## src/pkg/gpk_pkg.sv

```systemverilog
// Constants, register map and carrier structs for the K/L/M/N port block
package gpk_pkg;

    // Register indices; byte address on the bus is four times the index
    localparam logic [31:0] IDX_PORT_M_PIN_DATA   = 32'hFFFFF0C0;
    localparam logic [31:0] IDX_PORT_L_PIN_DATA   = 32'hFFFFF0C1;
    localparam logic [31:0] IDX_PORT_K_PIN_DATA   = 32'hFFFFF0C2;
    localparam logic [31:0] IDX_PORT_M_DIRECTION  = 32'hFFFFF0C4;
    localparam logic [31:0] IDX_PORT_L_DIRECTION  = 32'hFFFFF0C5;
    localparam logic [31:0] IDX_PORT_K_DIRECTION  = 32'hFFFFF0C6;
    localparam logic [31:0] IDX_PORT_L_ALT_SELECT = 32'hFFFFF0C9;
    localparam logic [31:0] IDX_PORT_K_ALT_SELECT = 32'hFFFFF0CA;
    localparam logic [31:0] IDX_PORT_N_PIN_DATA   = 32'hFFFFF0D3;
    localparam logic [31:0] IDX_PORT_N_DIRECTION  = 32'hFFFFF0D7;
    localparam logic [31:0] IDX_PORT_N_ALT_SELECT = 32'hFFFFF0DB;
    localparam logic [31:0] IDX_PORT_N_DRAIN_MODE = 32'hFFFFF0DF;

    // Reset values
    localparam logic [7:0] RST_LATCH     = 8'hFF;
    localparam logic [7:0] RST_DIRECTION = 8'h00;
    localparam logic [7:0] RST_ALT       = 8'h00;
    localparam logic [2:0] RST_N_ALT     = 3'h0;
    localparam logic [1:0] RST_N_DRAIN   = 2'h0;

    // Port N field positions
    localparam int N_TX_BIT    = 0;
    localparam int N_RX_BIT    = 1;
    localparam int N_CLK_BIT   = 2;
    localparam int N_ALT_W     = 3;
    localparam int N_DRAIN0    = 0;
    localparam int N_DRAIN2    = 2;

    // Idle level fed to the serial receive and clock inputs when their pin is not selected
    localparam logic IDLE_HIGH = 1'h1;

    // AXI response codes
    localparam logic [1:0] RESP_OKAY   = 2'h0;
    localparam logic [1:0] RESP_DECERR = 2'h3;

    typedef struct packed {
        logic [7:0] k;
        logic [7:0] l;
        logic [7:0] m;
        logic [7:0] n;
    } gpk_pins_in_s;

    typedef struct packed {
        logic [7:0] k_out;
        logic [7:0] k_oe_n;
        logic [7:0] l_out;
        logic [7:0] l_oe_n;
        logic [7:0] m_out;
        logic [7:0] m_oe_n;
        logic [7:0] n_out;
        logic [7:0] n_oe_n;
    } gpk_pins_out_s;

    typedef struct packed {
        logic serial_transmit_pin;
        logic serial_clock_out;
    } gpk_serial_in_s;

    typedef struct packed {
        logic [7:0] key_wakeup_input;
        logic [3:0] eight_bit_timer_input;
        logic [1:0] wide_timer0_capture_in;
        logic [1:0] wide_timer1_capture_in;
        logic       serial_receive_pin;
        logic       serial_clock_in;
        logic       clear_to_send_input;
    } gpk_periph_out_s;

endpackage : gpk_pkg

```

## src/verilog/gpk_ports.sv

```systemverilog
// Ports K, L, M and N with direction, alternate function and AXI4-Lite access
//
// Design decision made here: the AXI4-Lite register port.
`timescale 1ns/1ps
`default_nettype none

// Operation
// - Port K direction bits: 0 input, 1 output; write-only, reset to 0.
// - Port K function bit 1 routes pin to same-index key wake-up input.
// - After reset all pins are inputs and every output latch holds 1.
// - Each port L pin is either plain I/O or a timer input.
// - Port L direction register sets each pin: 0 input, 1 output.
// - Port L pins 0-3 feed 8-bit timer inputs 4, 6, 8, A.
// - Port L pins 4-7 feed capture inputs of 16-bit timers 0 and 1.
// - Port L function bit 1 connects timer input; 0 plain; write-only.
// - Reset clears port L direction and function bits.
// - Port M is plain I/O; write-only direction bits reset to 0.
// - Port N direction bits: 0 input, 1 output, per pin, write-only.
// - Port N pin 0 with function set carries serial transmit data.
// - Port N pin 1 with function set carries serial receive data.
// - Port N pin 2 with function set is serial clock or clear-to-send.
// - Only port N function bits 0-2 exist; pins 3-7 stay plain.
// - Reset clears port N direction and function bits.
// - Port N drain bits 2 and 0: 0 push-pull, 1 open-drain; reset 0.
module gpk_ports #(
    parameter int ADDR_W = 12
) (
    input  wire logic                     aclk,
    input  wire logic                     aresetn,
    input  wire logic [ADDR_W-1:0]        s_axi_awaddr,
    input  wire logic [2:0]               s_axi_awprot,
    input  wire logic                     s_axi_awvalid,
    output var  logic                     s_axi_awready,
    input  wire logic [31:0]              s_axi_wdata,
    input  wire logic [3:0]               s_axi_wstrb,
    input  wire logic                     s_axi_wvalid,
    output var  logic                     s_axi_wready,
    output var  logic [1:0]               s_axi_bresp,
    output var  logic                     s_axi_bvalid,
    input  wire logic                     s_axi_bready,
    input  wire logic [ADDR_W-1:0]        s_axi_araddr,
    input  wire logic [2:0]               s_axi_arprot,
    input  wire logic                     s_axi_arvalid,
    output var  logic                     s_axi_arready,
    output var  logic [31:0]              s_axi_rdata,
    output var  logic [1:0]               s_axi_rresp,
    output var  logic                     s_axi_rvalid,
    input  wire logic                     s_axi_rready,
    input  wire gpk_pkg::gpk_pins_in_s    pins_in,
    output var  gpk_pkg::gpk_pins_out_s   pins_out,
    input  wire gpk_pkg::gpk_serial_in_s  serial_in,
    output var  gpk_pkg::gpk_periph_out_s periph_out
);

    localparam int IW = ADDR_W - 2;

    typedef struct packed {
        logic [7:0]                latch_k;
        logic [7:0]                latch_l;
        logic [7:0]                latch_m;
        logic [7:0]                latch_n;
        logic [7:0]                dir_k;
        logic [7:0]                dir_l;
        logic [7:0]                dir_m;
        logic [7:0]                dir_n;
        logic [7:0]                alt_k;
        logic [7:0]                alt_l;
        logic [2:0]                alt_n;
        logic [1:0]                drain_n;
        logic                      awready;
        logic                      wready;
        logic [IW-1:0]             wr_index;
        logic [7:0]                wr_byte;
        logic                      wr_lane;
        logic                      bvalid;
        logic [1:0]                bresp;
        logic                      arready;
        logic [IW-1:0]             rd_index;
        logic                      rd_pend;
        logic                      rvalid;
        logic [7:0]                rdata;
        logic [1:0]                rresp;
        gpk_pkg::gpk_pins_out_s    pins;
        gpk_pkg::gpk_periph_out_s  periph;
    } gpk_state_s;

    gpk_state_s state_reg;
    gpk_state_s state_next;

    ////////////////////////////////////////////////////////////////////////
    // Address decode

    function automatic logic idx_hit(input logic [IW-1:0] idx,
                                     input logic [31:0]   reg_idx);
        idx_hit = (idx == reg_idx[IW-1:0]);
    endfunction : idx_hit

    // Pin readback: latch where driven, pin level where input
    function automatic logic [7:0] readback(input logic [7:0] dir,
                                            input logic [7:0] latch,
                                            input logic [7:0] pin);
        readback = (dir & latch) | (~dir & pin);
    endfunction : readback

    ////////////////////////////////////////////////////////////////////////
    // Next state

    always_comb begin
        logic [7:0] n_val;
        logic [7:0] n_drive;
        logic       wr_ok;
        n_val     = 8'h00;
        n_drive   = 8'h00;
        wr_ok     = 1'b0;
        state_next = state_reg;

        // Write address and data are taken independently
        if (state_reg.awready && s_axi_awvalid) begin
            state_next.awready  = 1'b0;
            state_next.wr_index = s_axi_awaddr[ADDR_W-1:2];
        end
        if (state_reg.wready && s_axi_wvalid) begin
            state_next.wready  = 1'b0;
            state_next.wr_byte = s_axi_wdata[7:0];
            state_next.wr_lane = s_axi_wstrb[0];
        end

        // Both halves held: perform the write and answer
        if (!state_reg.awready && !state_reg.wready && !state_reg.bvalid) begin
            wr_ok = 1'b1;
            if (idx_hit(state_reg.wr_index, gpk_pkg::IDX_PORT_M_PIN_DATA)
            ) begin
                if (state_reg.wr_lane) begin
                    state_next.latch_m = state_reg.wr_byte;
                end
            end else if (idx_hit(state_reg.wr_index,
                                 gpk_pkg::IDX_PORT_L_PIN_DATA)) begin
                if (state_reg.wr_lane) begin
                    state_next.latch_l = state_reg.wr_byte;
                end
            end else if (idx_hit(state_reg.wr_index,
                                 gpk_pkg::IDX_PORT_K_PIN_DATA)) begin
                if (state_reg.wr_lane) begin
                    state_next.latch_k = state_reg.wr_byte;
                end
            end else if (idx_hit(state_reg.wr_index,
                                 gpk_pkg::IDX_PORT_N_PIN_DATA)) begin
                if (state_reg.wr_lane) begin
                    state_next.latch_n = state_reg.wr_byte;
                end
            end else if (idx_hit(state_reg.wr_index,
                                 gpk_pkg::IDX_PORT_M_DIRECTION)) begin
                if (state_reg.wr_lane) begin
                    state_next.dir_m = state_reg.wr_byte;
                end
            end else if (idx_hit(state_reg.wr_index,
                                 gpk_pkg::IDX_PORT_L_DIRECTION)) begin
                if (state_reg.wr_lane) begin
                    state_next.dir_l = state_reg.wr_byte;
                end
            end else if (idx_hit(state_reg.wr_index,
                                 gpk_pkg::IDX_PORT_K_DIRECTION)) begin
                if (state_reg.wr_lane) begin
                    state_next.dir_k = state_reg.wr_byte;
                end
            end else if (idx_hit(state_reg.wr_index,
                                 gpk_pkg::IDX_PORT_N_DIRECTION)) begin
                if (state_reg.wr_lane) begin
                    state_next.dir_n = state_reg.wr_byte;
                end
            end else if (idx_hit(state_reg.wr_index,
                                 gpk_pkg::IDX_PORT_L_ALT_SELECT)) begin
                if (state_reg.wr_lane) begin
                    state_next.alt_l = state_reg.wr_byte;
                end
            end else if (idx_hit(state_reg.wr_index,
                                 gpk_pkg::IDX_PORT_K_ALT_SELECT)) begin
                if (state_reg.wr_lane) begin
                    state_next.alt_k = state_reg.wr_byte;
                end
            end else if (idx_hit(state_reg.wr_index,
                                 gpk_pkg::IDX_PORT_N_ALT_SELECT)) begin
                if (state_reg.wr_lane) begin
                    state_next.alt_n =
                        state_reg.wr_byte[gpk_pkg::N_ALT_W-1:0];
                end
            end else if (idx_hit(state_reg.wr_index,
                                 gpk_pkg::IDX_PORT_N_DRAIN_MODE)) begin
                if (state_reg.wr_lane) begin
                    state_next.drain_n = {
                        state_reg.wr_byte[gpk_pkg::N_DRAIN2],
                        state_reg.wr_byte[gpk_pkg::N_DRAIN0]};
                end
            end else begin
                wr_ok = 1'b0;
            end
            state_next.bvalid = 1'b1;
            state_next.bresp  = wr_ok ? gpk_pkg::RESP_OKAY
                                      : gpk_pkg::RESP_DECERR;
        end

        if (state_reg.bvalid && s_axi_bready) begin
            state_next.bvalid  = 1'b0;
            state_next.awready = 1'b1;
            state_next.wready  = 1'b1;
        end

        // Read channel; configuration registers read as zero
        if (state_reg.arready && s_axi_arvalid) begin
            state_next.arready  = 1'b0;
            state_next.rd_index = s_axi_araddr[ADDR_W-1:2];
            state_next.rd_pend  = 1'b1;
        end
        if (state_reg.rd_pend) begin
            state_next.rd_pend = 1'b0;
            state_next.rvalid  = 1'b1;
            state_next.rdata   = 8'h00;
            state_next.rresp   = gpk_pkg::RESP_OKAY;
            if (idx_hit(state_reg.rd_index, gpk_pkg::IDX_PORT_M_PIN_DATA)
            ) begin
                state_next.rdata = readback(state_reg.dir_m,
                                            state_reg.latch_m, pins_in.m);
            end else if (idx_hit(state_reg.rd_index,
                                 gpk_pkg::IDX_PORT_L_PIN_DATA)) begin
                state_next.rdata = readback(state_reg.dir_l,
                                            state_reg.latch_l, pins_in.l);
            end else if (idx_hit(state_reg.rd_index,
                                 gpk_pkg::IDX_PORT_K_PIN_DATA)) begin
                state_next.rdata = readback(state_reg.dir_k,
                                            state_reg.latch_k, pins_in.k);
            end else if (idx_hit(state_reg.rd_index,
                                 gpk_pkg::IDX_PORT_N_PIN_DATA)) begin
                state_next.rdata = readback(state_reg.dir_n,
                                            state_reg.latch_n, pins_in.n);
            end else if (idx_hit(state_reg.rd_index,
                                 gpk_pkg::IDX_PORT_M_DIRECTION)
                      || idx_hit(state_reg.rd_index,
                                 gpk_pkg::IDX_PORT_L_DIRECTION)
                      || idx_hit(state_reg.rd_index,
                                 gpk_pkg::IDX_PORT_K_DIRECTION)
                      || idx_hit(state_reg.rd_index,
                                 gpk_pkg::IDX_PORT_N_DIRECTION)
                      || idx_hit(state_reg.rd_index,
                                 gpk_pkg::IDX_PORT_L_ALT_SELECT)
                      || idx_hit(state_reg.rd_index,
                                 gpk_pkg::IDX_PORT_K_ALT_SELECT)
                      || idx_hit(state_reg.rd_index,
                                 gpk_pkg::IDX_PORT_N_ALT_SELECT)
                      || idx_hit(state_reg.rd_index,
                                 gpk_pkg::IDX_PORT_N_DRAIN_MODE)) begin
                state_next.rdata = 8'h00;
            end else begin
                state_next.rresp = gpk_pkg::RESP_DECERR;
            end
        end
        if (state_reg.rvalid && s_axi_rready) begin
            state_next.rvalid  = 1'b0;
            state_next.arready = 1'b1;
        end

        // Reset overrides everything
        if (!aresetn) begin
            state_next.latch_k  = gpk_pkg::RST_LATCH;
            state_next.latch_l  = gpk_pkg::RST_LATCH;
            state_next.latch_m  = gpk_pkg::RST_LATCH;
            state_next.latch_n  = gpk_pkg::RST_LATCH;
            state_next.dir_k    = gpk_pkg::RST_DIRECTION;
            state_next.dir_l    = gpk_pkg::RST_DIRECTION;
            state_next.dir_m    = gpk_pkg::RST_DIRECTION;
            state_next.dir_n    = gpk_pkg::RST_DIRECTION;
            state_next.alt_k    = gpk_pkg::RST_ALT;
            state_next.alt_l    = gpk_pkg::RST_ALT;
            state_next.alt_n    = gpk_pkg::RST_N_ALT;
            state_next.drain_n  = gpk_pkg::RST_N_DRAIN;
            state_next.awready  = 1'b1;
            state_next.wready   = 1'b1;
            state_next.wr_index = '0;
            state_next.wr_byte  = 8'h00;
            state_next.wr_lane  = 1'b0;
            state_next.bvalid   = 1'b0;
            state_next.bresp    = gpk_pkg::RESP_OKAY;
            state_next.arready  = 1'b1;
            state_next.rd_index = '0;
            state_next.rd_pend  = 1'b0;
            state_next.rvalid   = 1'b0;
            state_next.rdata    = 8'h00;
            state_next.rresp    = gpk_pkg::RESP_OKAY;
        end

        // Pin drive
        state_next.pins.k_out  = state_next.latch_k;
        state_next.pins.k_oe_n = ~state_next.dir_k;
        state_next.pins.l_out  = state_next.latch_l;
        state_next.pins.l_oe_n = ~state_next.dir_l;
        state_next.pins.m_out  = state_next.latch_m;
        state_next.pins.m_oe_n = ~state_next.dir_m;

        n_val   = state_next.latch_n;
        n_drive = state_next.dir_n;
        if (state_next.alt_n[gpk_pkg::N_TX_BIT]) begin
            n_val[gpk_pkg::N_TX_BIT] = serial_in.serial_transmit_pin;
        end
        if (state_next.alt_n[gpk_pkg::N_CLK_BIT]) begin
            n_val[gpk_pkg::N_CLK_BIT] = serial_in.serial_clock_out;
        end
        // Open-drain pins only ever pull low
        if (state_next.drain_n[0]) begin
            n_drive[gpk_pkg::N_DRAIN0] = n_drive[gpk_pkg::N_DRAIN0]
                                       & ~n_val[gpk_pkg::N_DRAIN0];
            n_val[gpk_pkg::N_DRAIN0]   = 1'b0;
        end
        if (state_next.drain_n[1]) begin
            n_drive[gpk_pkg::N_DRAIN2] = n_drive[gpk_pkg::N_DRAIN2]
                                       & ~n_val[gpk_pkg::N_DRAIN2];
            n_val[gpk_pkg::N_DRAIN2]   = 1'b0;
        end
        state_next.pins.n_out  = n_val;
        state_next.pins.n_oe_n = ~n_drive;

        // Peripheral inputs
        state_next.periph.key_wakeup_input =
            (pins_in.k & state_next.alt_k) | ~state_next.alt_k;
        state_next.periph.eight_bit_timer_input =
            pins_in.l[3:0] & state_next.alt_l[3:0];
        state_next.periph.wide_timer0_capture_in =
            pins_in.l[5:4] & state_next.alt_l[5:4];
        state_next.periph.wide_timer1_capture_in =
            pins_in.l[7:6] & state_next.alt_l[7:6];
        state_next.periph.serial_receive_pin =
            state_next.alt_n[gpk_pkg::N_RX_BIT] ? pins_in.n[gpk_pkg::N_RX_BIT]
                                                : gpk_pkg::IDLE_HIGH;
        state_next.periph.serial_clock_in =
            (state_next.alt_n[gpk_pkg::N_CLK_BIT]
             && !state_next.dir_n[gpk_pkg::N_CLK_BIT])
                ? pins_in.n[gpk_pkg::N_CLK_BIT]
                : gpk_pkg::IDLE_HIGH;
        state_next.periph.clear_to_send_input =
            state_next.periph.serial_clock_in;
    end

    ////////////////////////////////////////////////////////////////////////
    // State register

    always_ff @(posedge aclk) begin
        state_reg <= state_next;
    end

    ////////////////////////////////////////////////////////////////////////
    // Outputs

    assign s_axi_awready = state_reg.awready;
    assign s_axi_wready  = state_reg.wready;
    assign s_axi_bvalid  = state_reg.bvalid;
    assign s_axi_bresp   = state_reg.bresp;
    assign s_axi_arready = state_reg.arready;
    assign s_axi_rvalid  = state_reg.rvalid;
    assign s_axi_rresp   = state_reg.rresp;
    assign s_axi_rdata   = {24'h000000, state_reg.rdata};
    assign pins_out      = state_reg.pins;
    assign periph_out    = state_reg.periph;

endmodule : gpk_ports

`default_nettype wire
```

## config.mk

```make
export PLATFORM = sky130hd
export DESIGN_NAME = gpk_ports
export DESIGN_NICKNAME = d
export VERILOG_FILES = /design/src/pkg/gpk_pkg.sv /design/src/verilog/gpk_ports.sv
export SDC_FILE = /design/constraint.sdc
export NUM_CORES = 1
export LEC_CHECK = 0
export BUFFER_PORTS_ARGS = -buffer_cell sky130_fd_sc_hd__buf_2
export CAP_MARGIN = 20
export CORE_MARGIN = 4
export CORE_UTILIZATION = 45
export DETAILED_ROUTE_END_ITERATION = 12
export PLACE_DENSITY = 0.69
export SETUP_SLACK_MARGIN = 0.1
export SLEW_MARGIN = 0
export SYNTH_ARGS = -nofsm -noshare
export SYNTH_HDL_FRONTEND = slang
export SYNTH_SLANG_ARGS = --single-unit
```

## constraint.sdc

```tcl
create_clock -name aclk -period 2.4 [get_ports aclk]
set_input_delay 0.24 -clock aclk [delete_from_list [all_inputs] [get_ports aclk]]
set_output_delay 0.24 -clock aclk [all_outputs]
set_load 0.05 [all_outputs]
```

**After elaboration in Yosys (flattened, before gate mapping)**

Index checks and enable logic that the tools add are counted.

- Register bits after elaboration: 190
- Bits of input ports: 107
- Logic and storage cells: 192
- Output and inout bits: 124

- Reductions and logical operators: 25
- Bitwise gates (word level): 33
- Eq/ne operators: 24
- Multiplexer cells: 72

Operators by type and width:

| cell | number |
|---|---|
| 61-bit 2-to-1 mux | 4 |
| 10-bit by 8-bit equality test with 1-bit output, second input constant | 24 |
| 8-bit 2-to-1 mux | 20 |
| 108-bit 2-to-1 mux | 1 |
| 29-bit 2-to-1 mux | 3 |
| 8-bit AND | 9 |
| 8-bit inverter | 9 |
| 53-bit 2-to-1 mux | 1 |
| 8-bit bitwise OR | 5 |
| 12-bit 2-to-1 mux | 2 |
| 1-bit 2-to-1 mux | 22 |
| 21-bit 2-to-1 mux | 1 |
| 2-bit 2-to-1 mux | 10 |
| 16-bit 2-to-1 mux | 1 |
| 10-bit 2-to-1 mux | 1 |
| 5-bit 2-to-1 mux | 2 |
| 3-bit 2-to-1 mux | 3 |
| 9-bit 2-to-1 mux | 1 |
| 1-bit logical AND | 8 |
| 1-bit logical OR | 7 |
| 2-bit OR reduction | 3 |
| 1-bit inverter | 5 |
| 5-bit AND reduction | 1 |
| 2-bit AND | 2 |
| 5 further kinds | 9 |

**Depth between registers and ports, before layout**

- Depth in word-level cells: 23
- Mapped depth: 7
- Depth with buffers taken out: 6

**Worst setup path after synthesis**

OpenSTA, ideal clock, no wires.

- Path kind: register to register
- Start: register state_reg (netlist bit s_axi_bvalid)
- End: register state_reg (netlist bit pins_out[2])
- Cell stages (with the launch flop): 7
- Data arrival time: 1790 ps
- Setup time: 127 ps
- Clock period less this slack: 1917 ps
- Path buffers: 1
- Path slack: 483 ps
- Data required time: 2273 ps
- Cells stage by stage: dfxtp_1 or3_1 and4bb_1 buf_6 o21ai_2 a221oi_2 o31ai_1

RTL lines:

| what | line | text |
|---|---|---|
| start, declared | gpk_ports.sv:87 | `gpk_state_s state_reg;` |
| start signal, assigned | gpk_ports.sv:345 | `state_reg <= state_next;` |

==> results.yml <==
clocking:
  post-cts-setup-buffers: 0
  clk_pin_slew_ps: 70
  insertion_delay_ps: 440
  clk_path_buf_depth: 2
  cts_tree: "built"
  cts_buffers: 17
  clock-sinks: 182
  htreeDepth: 4
  root_buffer: "clkbuf_16"
sta:
  holdWs_ps: 21.73
  relSlewSlack_pct: 55.21
  tns_ps: 0
  fin_skew_ps: 8.940
  drv_slew: 0
  fin_ws_ps: 339.7
  period_share_pct: 85.85
  rsz0062_at_grt: "no"
  fmax_mhz: 485.4
  worst_pin_slew_ps: 670.5
  hold_violations: 0
  fin_crit_ps: 2060
  setup_viol: 0
logic_synthesis:
  synth-seq-area-share_pct: 45.14
  synth_edf_count: 0
  yosys_warnings: 0
  netlist_instances: 843
  synth_ff_type: "dfxtp_1"
  synthArstFlopShare_pct: 0
  ys_seq_elements: 182
  yosysUniqueCellTypes: 53
  avgSynthCellArea_um2: 9.575
  syn_area_um2: 8071
setup_path:
  cp_max_fo: 9
  critPathLaunchType: "flop"
  end_kind: "flop"
  critPathRequiredTime_ps: 2720
  cp_top_family: "simple AND/OR/NAND/NOR gates"
  rrSetupSlack_ps: 340
  cp_slowest_cell: "dfxtp_1"
  path_class: "reg -> reg"
  arrival_ps: 2380
  cp_cell_sequence: "nor4b_4 -> nand4_1 -> mux2i_1 -> nor2b_1 -> or3b_1"
  path_buf_inv: 0
  critPathMaxStageDelay_ps: 520
place:
  place_area_um2: 8343
  gp_congestion: 0.8385
  post-place-cells: 1114
  hpwl_mm: 14.01
  port_buffers: 169
  dp_slack_ps: 389.4
global_route:
  track_usage_pct: 18.92
  grt_pass1_wl_mm: 29.37
  antenna_found_initial: 1
  grt_pass1_vias: 5451
  gr-total-overflow: 0
  grt_max_degree: 84
finish:
  drive_above_1_share_pct: 25.52
  diodes: 0
  final_common_cell: "dfxtp_1"
  regArea_um2: 3643
  multiInputGateArea_um2: 3358
  final_area_um2: 8932
  fillCellCount: 1653
  fin_nets: 1017
  area_delta_synth_final_pct: 10.67
  fin_cells: 1146
  layout_common_cells: "dfxtp_1 (182), buf_2 (168), nand2_1 (101)"
  largest_register_ffs: 90
route:
  drtPass1Iterations: 5
  final_antenna_net_count: 0
  post_drt_via_cell_ratio: 4.881
  drc_errors: 0
  drt_iter0_drc: 308
  vias: 5594
  wl_per_cell_um: 16.63
  wl_mm: 19.05
floorplanning:
  dieArea_um2: 20140
  ioPinCount: 231
  die_h_um: 141.9
  core_um2: 17420
  rows: 48
  floorplan.initialDensity_pct: 46.34
  die_w_um: 141.9
power:
  ir_drop_mv: 0.5074
  p_leak_nw: 3.853
  powerDensity_nw_per_um2: 707.5
outcome:
  status: "completed"
flow_run:
  maxCapViolations: 0
min_path:
  worstHoldPathType: "in -> reg"
[layer usage]
layer	share of wire, %	routed length [um]	up-vias	track usage (%)
li1	-	-	2809	-
met1	45	8493	2602	24.35
met2	48	9180	155	31.55
met3	5.3	1015	26	3.943
met4	1.8	350	2	6.768
met5	0.068	13	-	0
[cell type report]
type,instances,area share (%)
clock buffers,19,4.959
repair buffers,189,11.37
clock inverters,11,1.415
well taps,225,3.152
inverters,17,0.7144
multi-input cells,503,37.60
flip-flops and latches,182,40.79
[cells by family after synthesis]
family          after synthesis  synth area share, %
buf+inv                     181                14.32
mux                          97                12.06
compound gates              104                8.619
flops                       182                45.14
simple gates                278                19.81
other cells                   1              0.04646
[repair_timing]
| item | CTS | global route |
|---|---|---|
| hold endpoints to repair | 2 | 0 |
| hold buffers | 2 | 0 |
| resized for setup | 0 | 0 |
[where the power goes]
part	switching (mW)	internal, mW	total (mW)
logic	0.303	0.152	0.456
clock network	1.19	1.55	2.74
registers	0.0686	3.06	3.13
total	1.56	4.76	6.32
[synthesized netlist by cell type, types with 2 or more instances]
cell type / number / area [um2]
nor3_2: 2 / 20.02
nor2b_1: 52 / 325.3
mux2i_1: 95 / 950.9
nand2_1: 101 / 379.1
and4_1: 2 / 17.52
a21oi_1: 10 / 50.05
nand4b_1: 2 / 17.52
inv_1: 17 / 63.81
buf_4: 121 / 908.4
or3_1: 2 / 12.51
a21boi_0: 34 / 255.2
buf_6: 2 / 22.52
nand2b_1: 34 / 212.7
and3_1: 2 / 12.51
o2bb2ai_1: 8 / 70.07
and3b_1: 10 / 87.58
mux2_2: 2 / 22.52
nand3_1: 32 / 160.2
dfxtp_1: 182 / 3643
buf_2: 6 / 30.03
clkbuf_1: 35 / 131.4
a211oi_1: 8 / 60.06
nand4_2: 3 / 37.54
and2_1: 5 / 31.28
or3b_1: 9 / 78.83
nor2_1: 5 / 18.77
o21ai_0: 33 / 165.2
nor3_1: 4 / 20.02
[final timing paths]
path	startpoint	end	cells past startpoint
worst max-delay path	state_reg[118]	periph_out[0]	5
worst min-delay path	pins_in[25]	periph_out[12]	2
worst max register to register	state_reg[118]	periph_out[0]	5
worst min register to register	s_axi_rdata[2]	s_axi_rdata[2]	2
[per-stage QoR]
step | util (%) | power [mW]
floorplan | - | 3.521
global placement | 47.90 | 3.644
detailed placement | 47.90 | 3.648
CTS | 51.29 | 6.378
global route | 51.29 | 6.541
finish | 51.29 | 6.320
Note: power is estimated with default switching activity, not from simulation.
